==> config.mk <==
export PLATFORM = sky130hd
export DESIGN_NAME = ussel_serial_shift_clock_select
export DESIGN_NICKNAME = d
export VERILOG_FILES = /design/src/design/ussel_serial_shift_clock_select.v
export VERILOG_INCLUDE_DIRS = /design/src /design/src/design
export SDC_FILE = /design/constraint.sdc
export NUM_CORES = 1
export LEC_CHECK = 0
export BUFFER_PORTS_ARGS = -buffer_cell sky130_fd_sc_hd__buf_4
export CAP_MARGIN = 15
export CORE_MARGIN = 2
export CORE_UTILIZATION = 45
export CTS_CLUSTER_SIZE = 24
export DETAILED_ROUTE_END_ITERATION = 12
export PLACE_DENSITY_LB_ADDON = 0.12
export SKIP_CTS_REPAIR_TIMING = 1
export SLEW_MARGIN = 20
export SYNTH_ARGS = -nofsm -noshare
export SYNTH_HDL_FRONTEND = slang
export SYNTH_SLANG_ARGS = --single-unit
==> constraint.sdc <==
create_clock -name clk_sys -period 2.4 [get_ports clk_sys]
set_clock_uncertainty 0.15 [all_clocks]
set_input_delay 0.24 -clock clk_sys [delete_from_list [all_inputs] [get_ports clk_sys]]
set_output_delay 0.24 -clock clk_sys [all_outputs]
set_load 0.02 [all_outputs]
==> src/design/ussel_defines.vh <==
// Register offsets, field positions and reset values for the shift clock select
`ifndef USSEL_DEFINES_VH
`define USSEL_DEFINES_VH
`define USSEL_ADDR_CTRL 8'hB8
`define USSEL_ADDR_PINPOS 8'hBC
`define USSEL_ADDR_DATA 8'hC0
`define USSEL_ADDR_STATUS 8'hC4
`define USSEL_CTRL_RESET 8'h00
`define USSEL_PINPOS_RESET 8'h00
`define USSEL_BIT_TOGGLE 0
`define USSEL_BIT_STROBE 1
`define USSEL_BIT_CS0 2
`define USSEL_BIT_CS1 3
`define USSEL_BIT_WM0 4
`define USSEL_BIT_WM1 5
`define USSEL_BIT_POS 0
`define USSEL_RESP_OKAY 2'b00
`define USSEL_RESP_SLVERR 2'b10
`endif

==> src/design/ussel_serial_shift_clock_select.v <==
// Clock source selection, strobes and pin position for the shift interface
`timescale 1ns/10ps
// Contract
// - The clock source field clocks both the data register and the counter.
// - With the external clock the output moves on the edge opposite sampling.
// - With strobe or timer clocking the output latch is transparent.
// - Source zero without a strobe write gives no clock at all.
// - In strobe mode each strobe write shifts data once and counts once.
// - A strobe updates output at once and shifts in input from a cycle ago.
// - Source 01 clocks both by timer compare match, ignoring the strobe bit.
// - External mode shifts on rise (bit0=0) or fall (bit0=1), counts both.
// - With the upper source bit set the strobe bit selects the counter clock.
// - External mode with strobe bit set counts toggle writes only.
// - A toggle write inverts the clock port, shown when direction is out.
// - The strobe and toggle bits always read as zero.
// - The pin position bit routes data in, data out and clock to port A or B.
// - Bits 7 to 1 of the pin position register ignore writes and read zero.
// - The external clock input counts even with the wire mode disabled.
`include "ussel_defines.vh"
module ussel_serial_shift_clock_select #(
    parameter DATA_WIDTH = 8,
    parameter COUNT_WIDTH = 4
) (
    input wire clk_sys,
    input wire resetn,
    input wire [7:0] s_axi_awaddr,
    input wire s_axi_awvalid,
    output wire s_axi_awready,
    input wire [31:0] s_axi_wdata,
    input wire [3:0] s_axi_wstrb,
    input wire s_axi_wvalid,
    output wire s_axi_wready,
    output reg [1:0] s_axi_bresp,
    output reg s_axi_bvalid,
    input wire s_axi_bready,
    input wire [7:0] s_axi_araddr,
    input wire s_axi_arvalid,
    output wire s_axi_arready,
    output reg [31:0] s_axi_rdata,
    output reg [1:0] s_axi_rresp,
    output reg s_axi_rvalid,
    input wire s_axi_rready,
    input wire timerMatch,
    input wire clockPinDirection,
    input wire dataInPinB,
    input wire dataInPinA,
    input wire serialClockPinB,
    input wire serialClockPinA,
    output wire dataOutPinB,
    output wire dataOutPinA,
    output wire serialClockOutB,
    output wire serialClockOutA,
    output wire serialClockOeB,
    output wire serialClockOeA,
    output wire [1:0] wireModeSelect
);
// ***************************************************************
// Registers and input synchronisers
// ***************************************************************
reg [7:0] ctrl;
reg pinLocationSelect;
reg clockPort;
reg [DATA_WIDTH-1:0] shiftData;
reg [COUNT_WIDTH-1:0] bitCount;
reg dataOutLatch;
reg [1:0] diSyncB;
reg [1:0] diSyncA;
reg [1:0] ckSyncB;
reg [1:0] ckSyncA;
reg [1:0] tmSync;
reg ckPrev;
reg tmPrev;
reg diPrev;
wire [1:0] clockSourceSelect;
wire clockStrobeSel;
wire dataIn;
wire ckNow;
wire ckRise;
wire ckFall;
wire tmEvent;
always @(posedge clk_sys or negedge resetn) begin
    if (!resetn) begin
        diSyncB <= 2'h0;
        diSyncA <= 2'h0;
        ckSyncB <= 2'h0;
        ckSyncA <= 2'h0;
        tmSync <= 2'h0;
    end else begin
        diSyncB <= {diSyncB[0], dataInPinB};
        diSyncA <= {diSyncA[0], dataInPinA};
        ckSyncB <= {ckSyncB[0], serialClockPinB};
        ckSyncA <= {ckSyncA[0], serialClockPinA};
        tmSync <= {tmSync[0], timerMatch};
    end
end
// ***************************************************************
// Field decode
// ***************************************************************
assign clockSourceSelect = ctrl[`USSEL_BIT_CS1:`USSEL_BIT_CS0];
assign clockStrobeSel = ctrl[`USSEL_BIT_STROBE];
assign wireModeSelect = ctrl[`USSEL_BIT_WM1:`USSEL_BIT_WM0];
assign dataIn = pinLocationSelect ? diSyncA[1] : diSyncB[1];
assign ckNow = pinLocationSelect ? ckSyncA[1] : ckSyncB[1];
// ***************************************************************
// Edge detection
// ***************************************************************
assign ckRise = ckNow & ~ckPrev;
assign ckFall = ~ckNow & ckPrev;
assign tmEvent = tmSync[1] & ~tmPrev;
// ***************************************************************
// AXI4-Lite slave
// ***************************************************************
wire wrFire;
wire rdFire;
wire wrCtrl;
wire wrPin;
wire wrData;
wire [7:0] wrByte;
wire strobeWrite;
wire toggleWrite;
assign s_axi_awready = s_axi_awvalid & s_axi_wvalid & ~s_axi_bvalid;
assign s_axi_wready = s_axi_awready;
assign wrFire = s_axi_awready;
assign s_axi_arready = s_axi_arvalid & ~s_axi_rvalid;
assign rdFire = s_axi_arready;
assign wrByte = s_axi_wdata[7:0];
// ***************************************************************
// Register decode
// ***************************************************************
function hitCtrl;
    input [7:0] addr;
    begin
        hitCtrl = (addr[7:2] == `USSEL_ADDR_CTRL >> 2);
    end
endfunction
function hitPin;
    input [7:0] addr;
    begin
        hitPin = (addr[7:2] == `USSEL_ADDR_PINPOS >> 2);
    end
endfunction
function hitData;
    input [7:0] addr;
    begin
        hitData = (addr[7:2] == `USSEL_ADDR_DATA >> 2);
    end
endfunction
function hitStatus;
    input [7:0] addr;
    begin
        hitStatus = (addr[7:2] == `USSEL_ADDR_STATUS >> 2);
    end
endfunction
function known;
    input [7:0] addr;
    begin
        known = hitCtrl(addr) || hitPin(addr) ||
            hitData(addr) || hitStatus(addr);
    end
endfunction
assign wrCtrl = wrFire & s_axi_wstrb[0] & hitCtrl(s_axi_awaddr);
assign wrPin = wrFire & s_axi_wstrb[0] & hitPin(s_axi_awaddr);
assign wrData = wrFire & s_axi_wstrb[0] & hitData(s_axi_awaddr);
assign strobeWrite = wrCtrl & wrByte[`USSEL_BIT_STROBE] &
    (wrByte[`USSEL_BIT_CS1:`USSEL_BIT_CS0] == 2'b00);
assign toggleWrite = wrCtrl & wrByte[`USSEL_BIT_TOGGLE];
// ***************************************************************
// Read data
// ***************************************************************
reg [31:0] next_rdata;
always @* begin
    next_rdata = 32'h0000_0000;
    case (s_axi_araddr[7:2])
        `USSEL_ADDR_CTRL >> 2:
            next_rdata = {24'h000000, ctrl[7:2], 2'b00};
        `USSEL_ADDR_PINPOS >> 2:
            next_rdata = {31'h00000000, pinLocationSelect};
        `USSEL_ADDR_DATA >> 2:
            next_rdata = {{(32-DATA_WIDTH){1'b0}}, shiftData};
        `USSEL_ADDR_STATUS >> 2:
            next_rdata = {{(32-COUNT_WIDTH){1'b0}}, bitCount};
        default:
            next_rdata = 32'h0000_0000;
    endcase
end
// ***************************************************************
// Write response
// ***************************************************************
always @(posedge clk_sys or negedge resetn) begin
    if (!resetn) begin
        s_axi_bvalid <= 1'b0;
        s_axi_bresp <= `USSEL_RESP_OKAY;
    end else if (wrFire) begin
        s_axi_bvalid <= 1'b1;
        s_axi_bresp <= known(s_axi_awaddr) ? `USSEL_RESP_OKAY :
            `USSEL_RESP_SLVERR;
    end else if (s_axi_bready) begin
        s_axi_bvalid <= 1'b0;
    end
end
// ***************************************************************
// Read response
// ***************************************************************
always @(posedge clk_sys or negedge resetn) begin
    if (!resetn) begin
        s_axi_rvalid <= 1'b0;
        s_axi_rresp <= `USSEL_RESP_OKAY;
        s_axi_rdata <= 32'h0000_0000;
    end else if (rdFire) begin
        s_axi_rvalid <= 1'b1;
        s_axi_rdata <= next_rdata;
        s_axi_rresp <= known(s_axi_araddr) ? `USSEL_RESP_OKAY :
            `USSEL_RESP_SLVERR;
    end else if (s_axi_rready) begin
        s_axi_rvalid <= 1'b0;
    end
end
// ***************************************************************
// Clock selection
// ***************************************************************
reg shiftClock;
reg countClock;
reg transparent;
always @* begin
    shiftClock = 1'b0;
    countClock = 1'b0;
    transparent = 1'b1;
    case (clockSourceSelect)
        2'b00: begin
            shiftClock = strobeWrite;
            countClock = strobeWrite;
        end
        2'b01: begin
            shiftClock = tmEvent;
            countClock = tmEvent;
        end
        2'b10: begin
            transparent = 1'b0;
            shiftClock = ckRise;
            countClock = clockStrobeSel ? toggleWrite :
                (ckRise | ckFall);
        end
        2'b11: begin
            transparent = 1'b0;
            shiftClock = ckFall;
            countClock = clockStrobeSel ? toggleWrite :
                (ckRise | ckFall);
        end
        default: begin
            shiftClock = 1'b0;
            countClock = 1'b0;
        end
    endcase
end
// ***************************************************************
// Edge history
// ***************************************************************
always @(posedge clk_sys or negedge resetn) begin
    if (!resetn) begin
        ckPrev <= 1'b0;
        tmPrev <= 1'b0;
        diPrev <= 1'b0;
    end else begin
        ckPrev <= ckNow;
        tmPrev <= tmSync[1];
        diPrev <= dataIn;
    end
end
// ***************************************************************
// Control and pin position registers
// ***************************************************************
always @(posedge clk_sys or negedge resetn) begin
    if (!resetn) begin
        ctrl <= `USSEL_CTRL_RESET;
    end else if (wrCtrl) begin
        ctrl[7:2] <= wrByte[7:2];
        ctrl[`USSEL_BIT_STROBE] <= wrByte[`USSEL_BIT_STROBE];
        ctrl[`USSEL_BIT_TOGGLE] <= 1'b0;
    end
end
always @(posedge clk_sys or negedge resetn) begin
    if (!resetn) begin
        pinLocationSelect <= 1'b0;
    end else if (wrPin) begin
        pinLocationSelect <= wrByte[`USSEL_BIT_POS];
    end
end
// ***************************************************************
// Clock port
// ***************************************************************
always @(posedge clk_sys or negedge resetn) begin
    if (!resetn) begin
        clockPort <= 1'b0;
    end else if (toggleWrite) begin
        clockPort <= ~clockPort;
    end
end
// ***************************************************************
// Shift register
// ***************************************************************
wire shiftIn;
assign shiftIn = (clockSourceSelect == 2'b00) ? diPrev : dataIn;
always @(posedge clk_sys or negedge resetn) begin
    if (!resetn) begin
        shiftData <= {DATA_WIDTH{1'b0}};
    end else if (shiftClock) begin
        shiftData <= {shiftData[DATA_WIDTH-2:0], shiftIn};
    end else if (wrData) begin
        shiftData <= wrByte;
    end
end
// ***************************************************************
// Counter
// ***************************************************************
always @(posedge clk_sys or negedge resetn) begin
    if (!resetn) begin
        bitCount <= {COUNT_WIDTH{1'b0}};
    end else if (countClock) begin
        bitCount <= bitCount + {{(COUNT_WIDTH-1){1'b0}}, 1'b1};
    end
end
// ***************************************************************
// Output latch
// ***************************************************************
wire latchEdge;
assign latchEdge = clockSourceSelect[0] ? ckRise : ckFall;
always @(posedge clk_sys or negedge resetn) begin
    if (!resetn) begin
        dataOutLatch <= 1'b0;
    end else if (clockSourceSelect[1] && latchEdge) begin
        dataOutLatch <= shiftData[DATA_WIDTH-1];
    end
end
wire dataOut;
assign dataOut = transparent ? shiftData[DATA_WIDTH-1] : dataOutLatch;
// ***************************************************************
// Pin routing
// ***************************************************************
assign dataOutPinB = pinLocationSelect ? 1'b0 : dataOut;
assign dataOutPinA = pinLocationSelect ? dataOut : 1'b0;
assign serialClockOutB = pinLocationSelect ? 1'b0 : clockPort;
assign serialClockOutA = pinLocationSelect ? clockPort : 1'b0;
assign serialClockOeB = ~pinLocationSelect & clockPinDirection;
assign serialClockOeA = pinLocationSelect & clockPinDirection;
endmodule // ussel_serial_shift_clock_select

Word-level counts from Yosys, hierarchy flattened
Index checks and enable logic that the tools add are counted.
{"block": "classes", "addsub": 1, "n_mul": 0, "div": 0, "order_cmp": 0, "eq_ne": 11, "n_shift": 0, "muxes": 21, "bitwise": 23, "reduce_logical": 13}
{"cell": "$eq A6 B6 Y1 const B", "count": 8}
{"cell": "$pmux W8 S4", "count": 1}
{"cell": "$mux W8", "count": 2}
{"cell": "$and A1 B1 Y1", "count": 15}
{"cell": "$mux W1", "count": 14}
{"cell": "$not A1 Y1", "count": 7}
{"cell": "$logic_or A1 B1 Y1", "count": 6}
{"cell": "$reduce_bool A2 Y1", "count": 3}
{"cell": "$add A4 B1 Y4 const B", "count": 1}
{"cell": "$eq A2 B2 Y1 const B", "count": 2}
{"cell": "$logic_not A2 Y1", "count": 2}
{"cell": "$mux W2", "count": 2}
{"cell": "$pmux W1 S4", "count": 1}
{"cell": "$pmux W1 S3", "count": 1}
{"cell": "$eq A2 B1 Y1 const B", "count": 1}
{"cell": "$reduce_or A2 Y1", "count": 1}
{"cell": "$logic_and A1 B1 Y1", "count": 1}
{"cell": "$or A1 B1 Y1", "count": 1}
{"block": "totals", "ff_bits": 73, "latch_bits": 0, "ram_bits": 0, "rom_bits": 0, "in_bits": 65, "output_inout_bits": 49, "word_cells": 88, "memories": 0}

Depth between registers and ports, before layout
{"block": "logic_depth", "word_depth": 8, "mapped_depth": 10}

Worst setup path after synthesis
No wires, ideal clock.
{"block": "synth_timing", "path_type": "register to register", "startpoint": "reg pinLocationSelect", "endpoint": "reg shiftData[1]", "t_arrival_ps": 1786, "path_slack_ps": 332, "stages_incl_launch_ff": 11, "n_path_buf": 2, "synth_period_minus_slack_ps": 2068, "cell_sequence": "dfrtp_1 clkbuf_1 mux2i_1 inv_1 ha_1 mux2_2 nand2_1 o211ai_4 buf_6 nand2_1 o21ai_0"}
{"block": "synth_between", "elab_chain_len": 5, "elab_cells_between_ends": 7}
{"element": "from (decl)", "line_no": "ussel_serial_shift_clock_select.v:61", "text": "reg pinLocationSelect;"}
{"element": "from (signal assigned)", "line_no": "ussel_serial_shift_clock_select.v:285", "text": "pinLocationSelect <= wrByte[`USSEL_BIT_POS];"}
{"element": "$mux W1 *", "line_no": "ussel_serial_shift_clock_select.v:103", "text": "assign ckNow = pinLocationSelect ? ckSyncA[1] : ckSyncB[1];"}
{"element": "via ckNow", "line_no": "ussel_serial_shift_clock_select.v:77", "text": "wire ckNow;"}
{"element": "$not A1 Y1", "line_no": "ussel_serial_shift_clock_select.v:108", "text": "assign ckFall = ~ckNow & ckPrev;"}
{"element": "$and A1 B1 Y1", "line_no": "ussel_serial_shift_clock_select.v:108"}
{"element": "$pmux W1 S4 *", "line_no": "ussel_serial_shift_clock_select.v:228", "text": "case (clockSourceSelect)"}
{"element": "$mux W8 / $reduce_bool A2 Y1 (equally long branches)"}
{"element": "to (signal assigned)", "line_no": "ussel_serial_shift_clock_select.v:305", "text": "shiftData <= {DATA_WIDTH{1'b0}};"}
{"element": "to (signal assigned)", "line_no": "ussel_serial_shift_clock_select.v:307", "text": "shiftData <= {shiftData[DATA_WIDTH-2:0], shiftIn};"}
{"element": "to (signal assigned)", "line_no": "ussel_serial_shift_clock_select.v:309", "text": "shiftData <= wrByte;"}
{"element": "to (decl)", "line_no": "ussel_serial_shift_clock_select.v:63", "text": "reg [DATA_WIDTH-1:0] shiftData;"}
The timed path passes the listed nets; every way through them passes the cells marked *.
A chain may end at the register's enable or synchronous reset.

Worst setup path in the final report
{"block": "layout_timing", "startpoint": "reg pinLocationSelect", "endpoint": "reg shiftData[0]"}
Same word-level chain as after synthesis.

==> metrics.md <==
| Metric | Value |
|---|---|
| Mean Syn Cell Area | `11.2 um2` |
| Post-layout nets | `340` |
| Multi-input logic area | `978 um2` |
| Slowest stage delay, CP | `410 ps` |
| Synth warn | `0` |
| Min Clock Period, post-route | `2060 ps` |
| Cell count after synthesis | `208` |
| I/O pin count | `114` |
| Cell area after synthesis | `0.00233 mm2` |
| Async SR Flop Fraction | `1.00` |
| Initial antenna violation count | `0` |
| Final hold vios | `0` |
| # DRC | `0` |
| TritonCTS Buffers | `5` |
| CP arrival | `2080 ps` |
| Most frequent cells in the layout | `buf_4, dfrtp_1, conb_1, nand2_1, o21ai_0` |
| Overall Global Routing Usage | `0.155` |
| Clock latency on the worst-skew pair | `290 ps` |
| Die X | `76.0 um` |
| Hold Path Sink | `ctrl[6]$_DFFE_PN0N_` |
| CTS tree | `done` |
| Core footprint | `0.00504 mm2` |
| Reg2reg path depth | `8` |
| Register Area | `0.00118 mm2` |
| Hold_sp | `s_axi_wdata[6]` |
| Number of synthesized flops with an enable pin | `0` |
| Reg power frac | `0.538` |
| FMAX | `486 MHz` |
| Part of the power in combinational logic | `0.188` |
| Routed Antenna Nets | `0` |
| Netlist cell types | `44` |
| Critical Path, Cell by Cell | `mux2i_1, inv_1, ha_1, mux2_2, nand2_1, o211ai_4, a211oi_1, a21oi_1` |
| First DRT Iteration DRCs | `48` |
| Worst EP required | `2420 ps` |
| Clk slew on worst S/H paths | `90 ps` |
| Reg2reg end | `shiftData[0]$_DFFE_PN0P_` |
| Reg2reg setup slack | `340 ps` |
| Ant. Diodes | `0` |
| Initial Util | `0.462` |
| Vias | `1608` |
| Largest net degree at the start of global routing | `48` |
| Die area | `0.00577 mm2` |
| IO Port Bufs | `56` |
| Run status | `complete, no violations` |
| Slowest-stage cell, CP | `dfrtp_1` |
| Vias in the first global route | `1528` |
| # rows | `26` |
| Most common cell after layout, fill and taps aside | `buf_4` |
| Critical path endpoint category | `flip-flop` |
| Clock Tree Root | `clkbuf_8` |
| Number of synthesized register bits | `47` |
| Final GP Congestion | `0.767` |
| Max-slew headroom | `0.610` |
| Clk buf depth | `2` |
| Hold-critical path depth | `2` |
| Share of cells above drive strength 1 | `0.330` |
| Area grow syn2layout | `23.4%` |
| Core Util, Final | `0.570` |
| Power per Cell Area | `602 mW/mm2` |
| RSZ-0062 raised after global routing | `no` |
| WHS | `29.6 ps` |
| Max_cap viols | `0` |
| Worst Setup Start Kind | `flip-flop` |
| Worst setup path class | `flip-flop to flip-flop` |
| Max-slew violations | `0` |
| Post-DP HPWL | `3.15 mm` |
| First-pass GRT wire length | `7.14 mm` |
| P_leak | `1.45 nW` |
| Fillcell total | `441` |
| Final period utilization | `0.858` |
| Dominant synthesized flop cell | `dfrtp_1` |
| RR Startpoint | `pinLocationSelect$_DFFE_PN0P_` |
| Seq/Total Area, Yosys | `0.505` |
| WL final | `4.32 mm` |
| Clock share of power | `0.274` |
| Sw Pwr | `0.507 mW` |
| # H-tree levels | `2` |
| Worst Max-Slew Pin Slew | `584 ps` |
| Pre-antenna DRT Iters | `4` |
| Grt ovf | `0` |
| Clock tree sinks | `47` |
| Maximum vdd drop | `0.000452 V` |
| Drt wl/cell | `12.6 um` |
| Pint | `1.22 mW` |
| Detail-routed via count per cell | `4.69` |
| Setup tns final | `0 ps` |
| CP Max Fanout | `16` |
| Switching share of power | `0.293` |
| # setup viols final | `0` |
| Worst hold-check path type | `input pin to flip-flop` |
| Die Span Y | `76.0 um` |
-- Yosys cell counts, types with 3 or more instances --
cell,number,area (um2)
a22oi_1,7,52.6
buf_4,30,225
clkbuf_1,3,11.3
dfrtp_1,47,1180
ha_1,3,37.5
inv_1,6,22.5
mux2_2,12,135
mux2i_1,11,110
nand2_1,21,78.8
nand3_1,3,15.0
nor2_1,7,26.3
nor2b_1,3,18.8
o21a_1,3,22.5
o21ai_0,17,85.1
xnor2_1,3,26.3
-- worst max-delay path by stage --
stage | end | slack [ps] | start
global route | shiftData[0]$_DFFE_PN0P_ | 210 | pinLocationSelect$_DFFE_PN0P_
floorplan | shiftData[1]$_DFFE_PN0P_ | 330 | pinLocationSelect$_DFFE_PN0P_
CTS | shiftData[0]$_DFFE_PN0P_ | 330 | pinLocationSelect$_DFFE_PN0P_
finish | shiftData[0]$_DFFE_PN0P_ | 340 | pinLocationSelect$_DFFE_PN0P_
detailed placement | shiftData[0]$_DFFE_PN0P_ | 370 | pinLocationSelect$_DFFE_PN0P_
global placement | shiftData[0]$_DFFE_PN0P_ | 370 | pinLocationSelect$_DFFE_PN0P_
-- routing by layer --
layer | share of wire | global-route usage | vias to the layer above | routed length [um]
met5 | 0 | 0 | - | 0
met4 | 0.013 | 0.0545 | 0 | 58
met3 | 0.044 | 0.0405 | 4 | 190
met2 | 0.49 | 0.254 | 45 | 2100
met1 | 0.46 | 0.199 | 762 | 1970
li1 | - | - | 797 | -
-- flip-flops by register name, summed over array words and instances, names as in the netlist, 2 cells and up --
signal	flops
s_axi_rdata	8
shiftData	8
ctrl	7
bitCount	4
ckSyncA	2
ckSyncB	2
diSyncA	2
diSyncB	2
tmSync	2
-- cells by family (layout without fill, tap and decap cells) --
logic type | after synthesis | count (layout) | synth area share
multiplexers | 24 | 24 | 0.112
adder cells (fa/ha/maj) | 3 | 3 | 0.0161
AO/OA/AOI/OAI | 39 | 39 | 0.113
buffers and inverters | 41 | 81 | 0.118
other | 1 | 26 | 0.00161
XOR/XNOR | 4 | 4 | 0.0150
AND/OR/NAND/NOR | 49 | 49 | 0.120
flip-flops | 47 | 47 | 0.505
-- power by group through the flow --
| stage | sequential (mW) | clock (mW) | combinational, mW |
|---|---|---|---|
| after detailed placement | 0.948 | 0 | 0.321 |
| final | 0.931 | 0.473 | 0.326 |
| after CTS | 0.932 | 0.488 | 0.322 |
| after global placement | 0.947 | 0 | 0.314 |
| after global routing | 0.945 | 0.524 | 0.359 |
| after floorplan | 0.951 | 0 | 0.208 |
-- critical path, delay by kind of cell (launching register included) --
kind / cells / cell delay, ps
AND/OR/NAND/NOR: 1 / 110
buffers and inverters: 1 / 90
AO/OA/AOI/OAI: 3 / 450
multiplexers: 2 / 520
flip-flops: 1 / 410
adder cells (fa/ha/maj): 1 / 210
-- through the flow --
stage	area [um2]	total power [mW]	cells	setup slack [ps]
floorplan	2420	1.16	233	332
global placement	2720	1.26	328	370
detailed placement	2720	1.27	328	373
CTS	2800	1.74	336	328
global route	2870	1.83	343	212
finish	2870	1.73	343	341
-- cell type report --
type,count,share of cell area
Tap cell,70,0.0305
Clock buffer,5,0.0239
Clock inverter,3,0.00697
Timing Repair Buffer,67,0.181
Sequential cell,47,0.409
Inverter,6,0.00784
Multi-Input combinational cell,145,0.340
(Power assumes the default switching activity.)
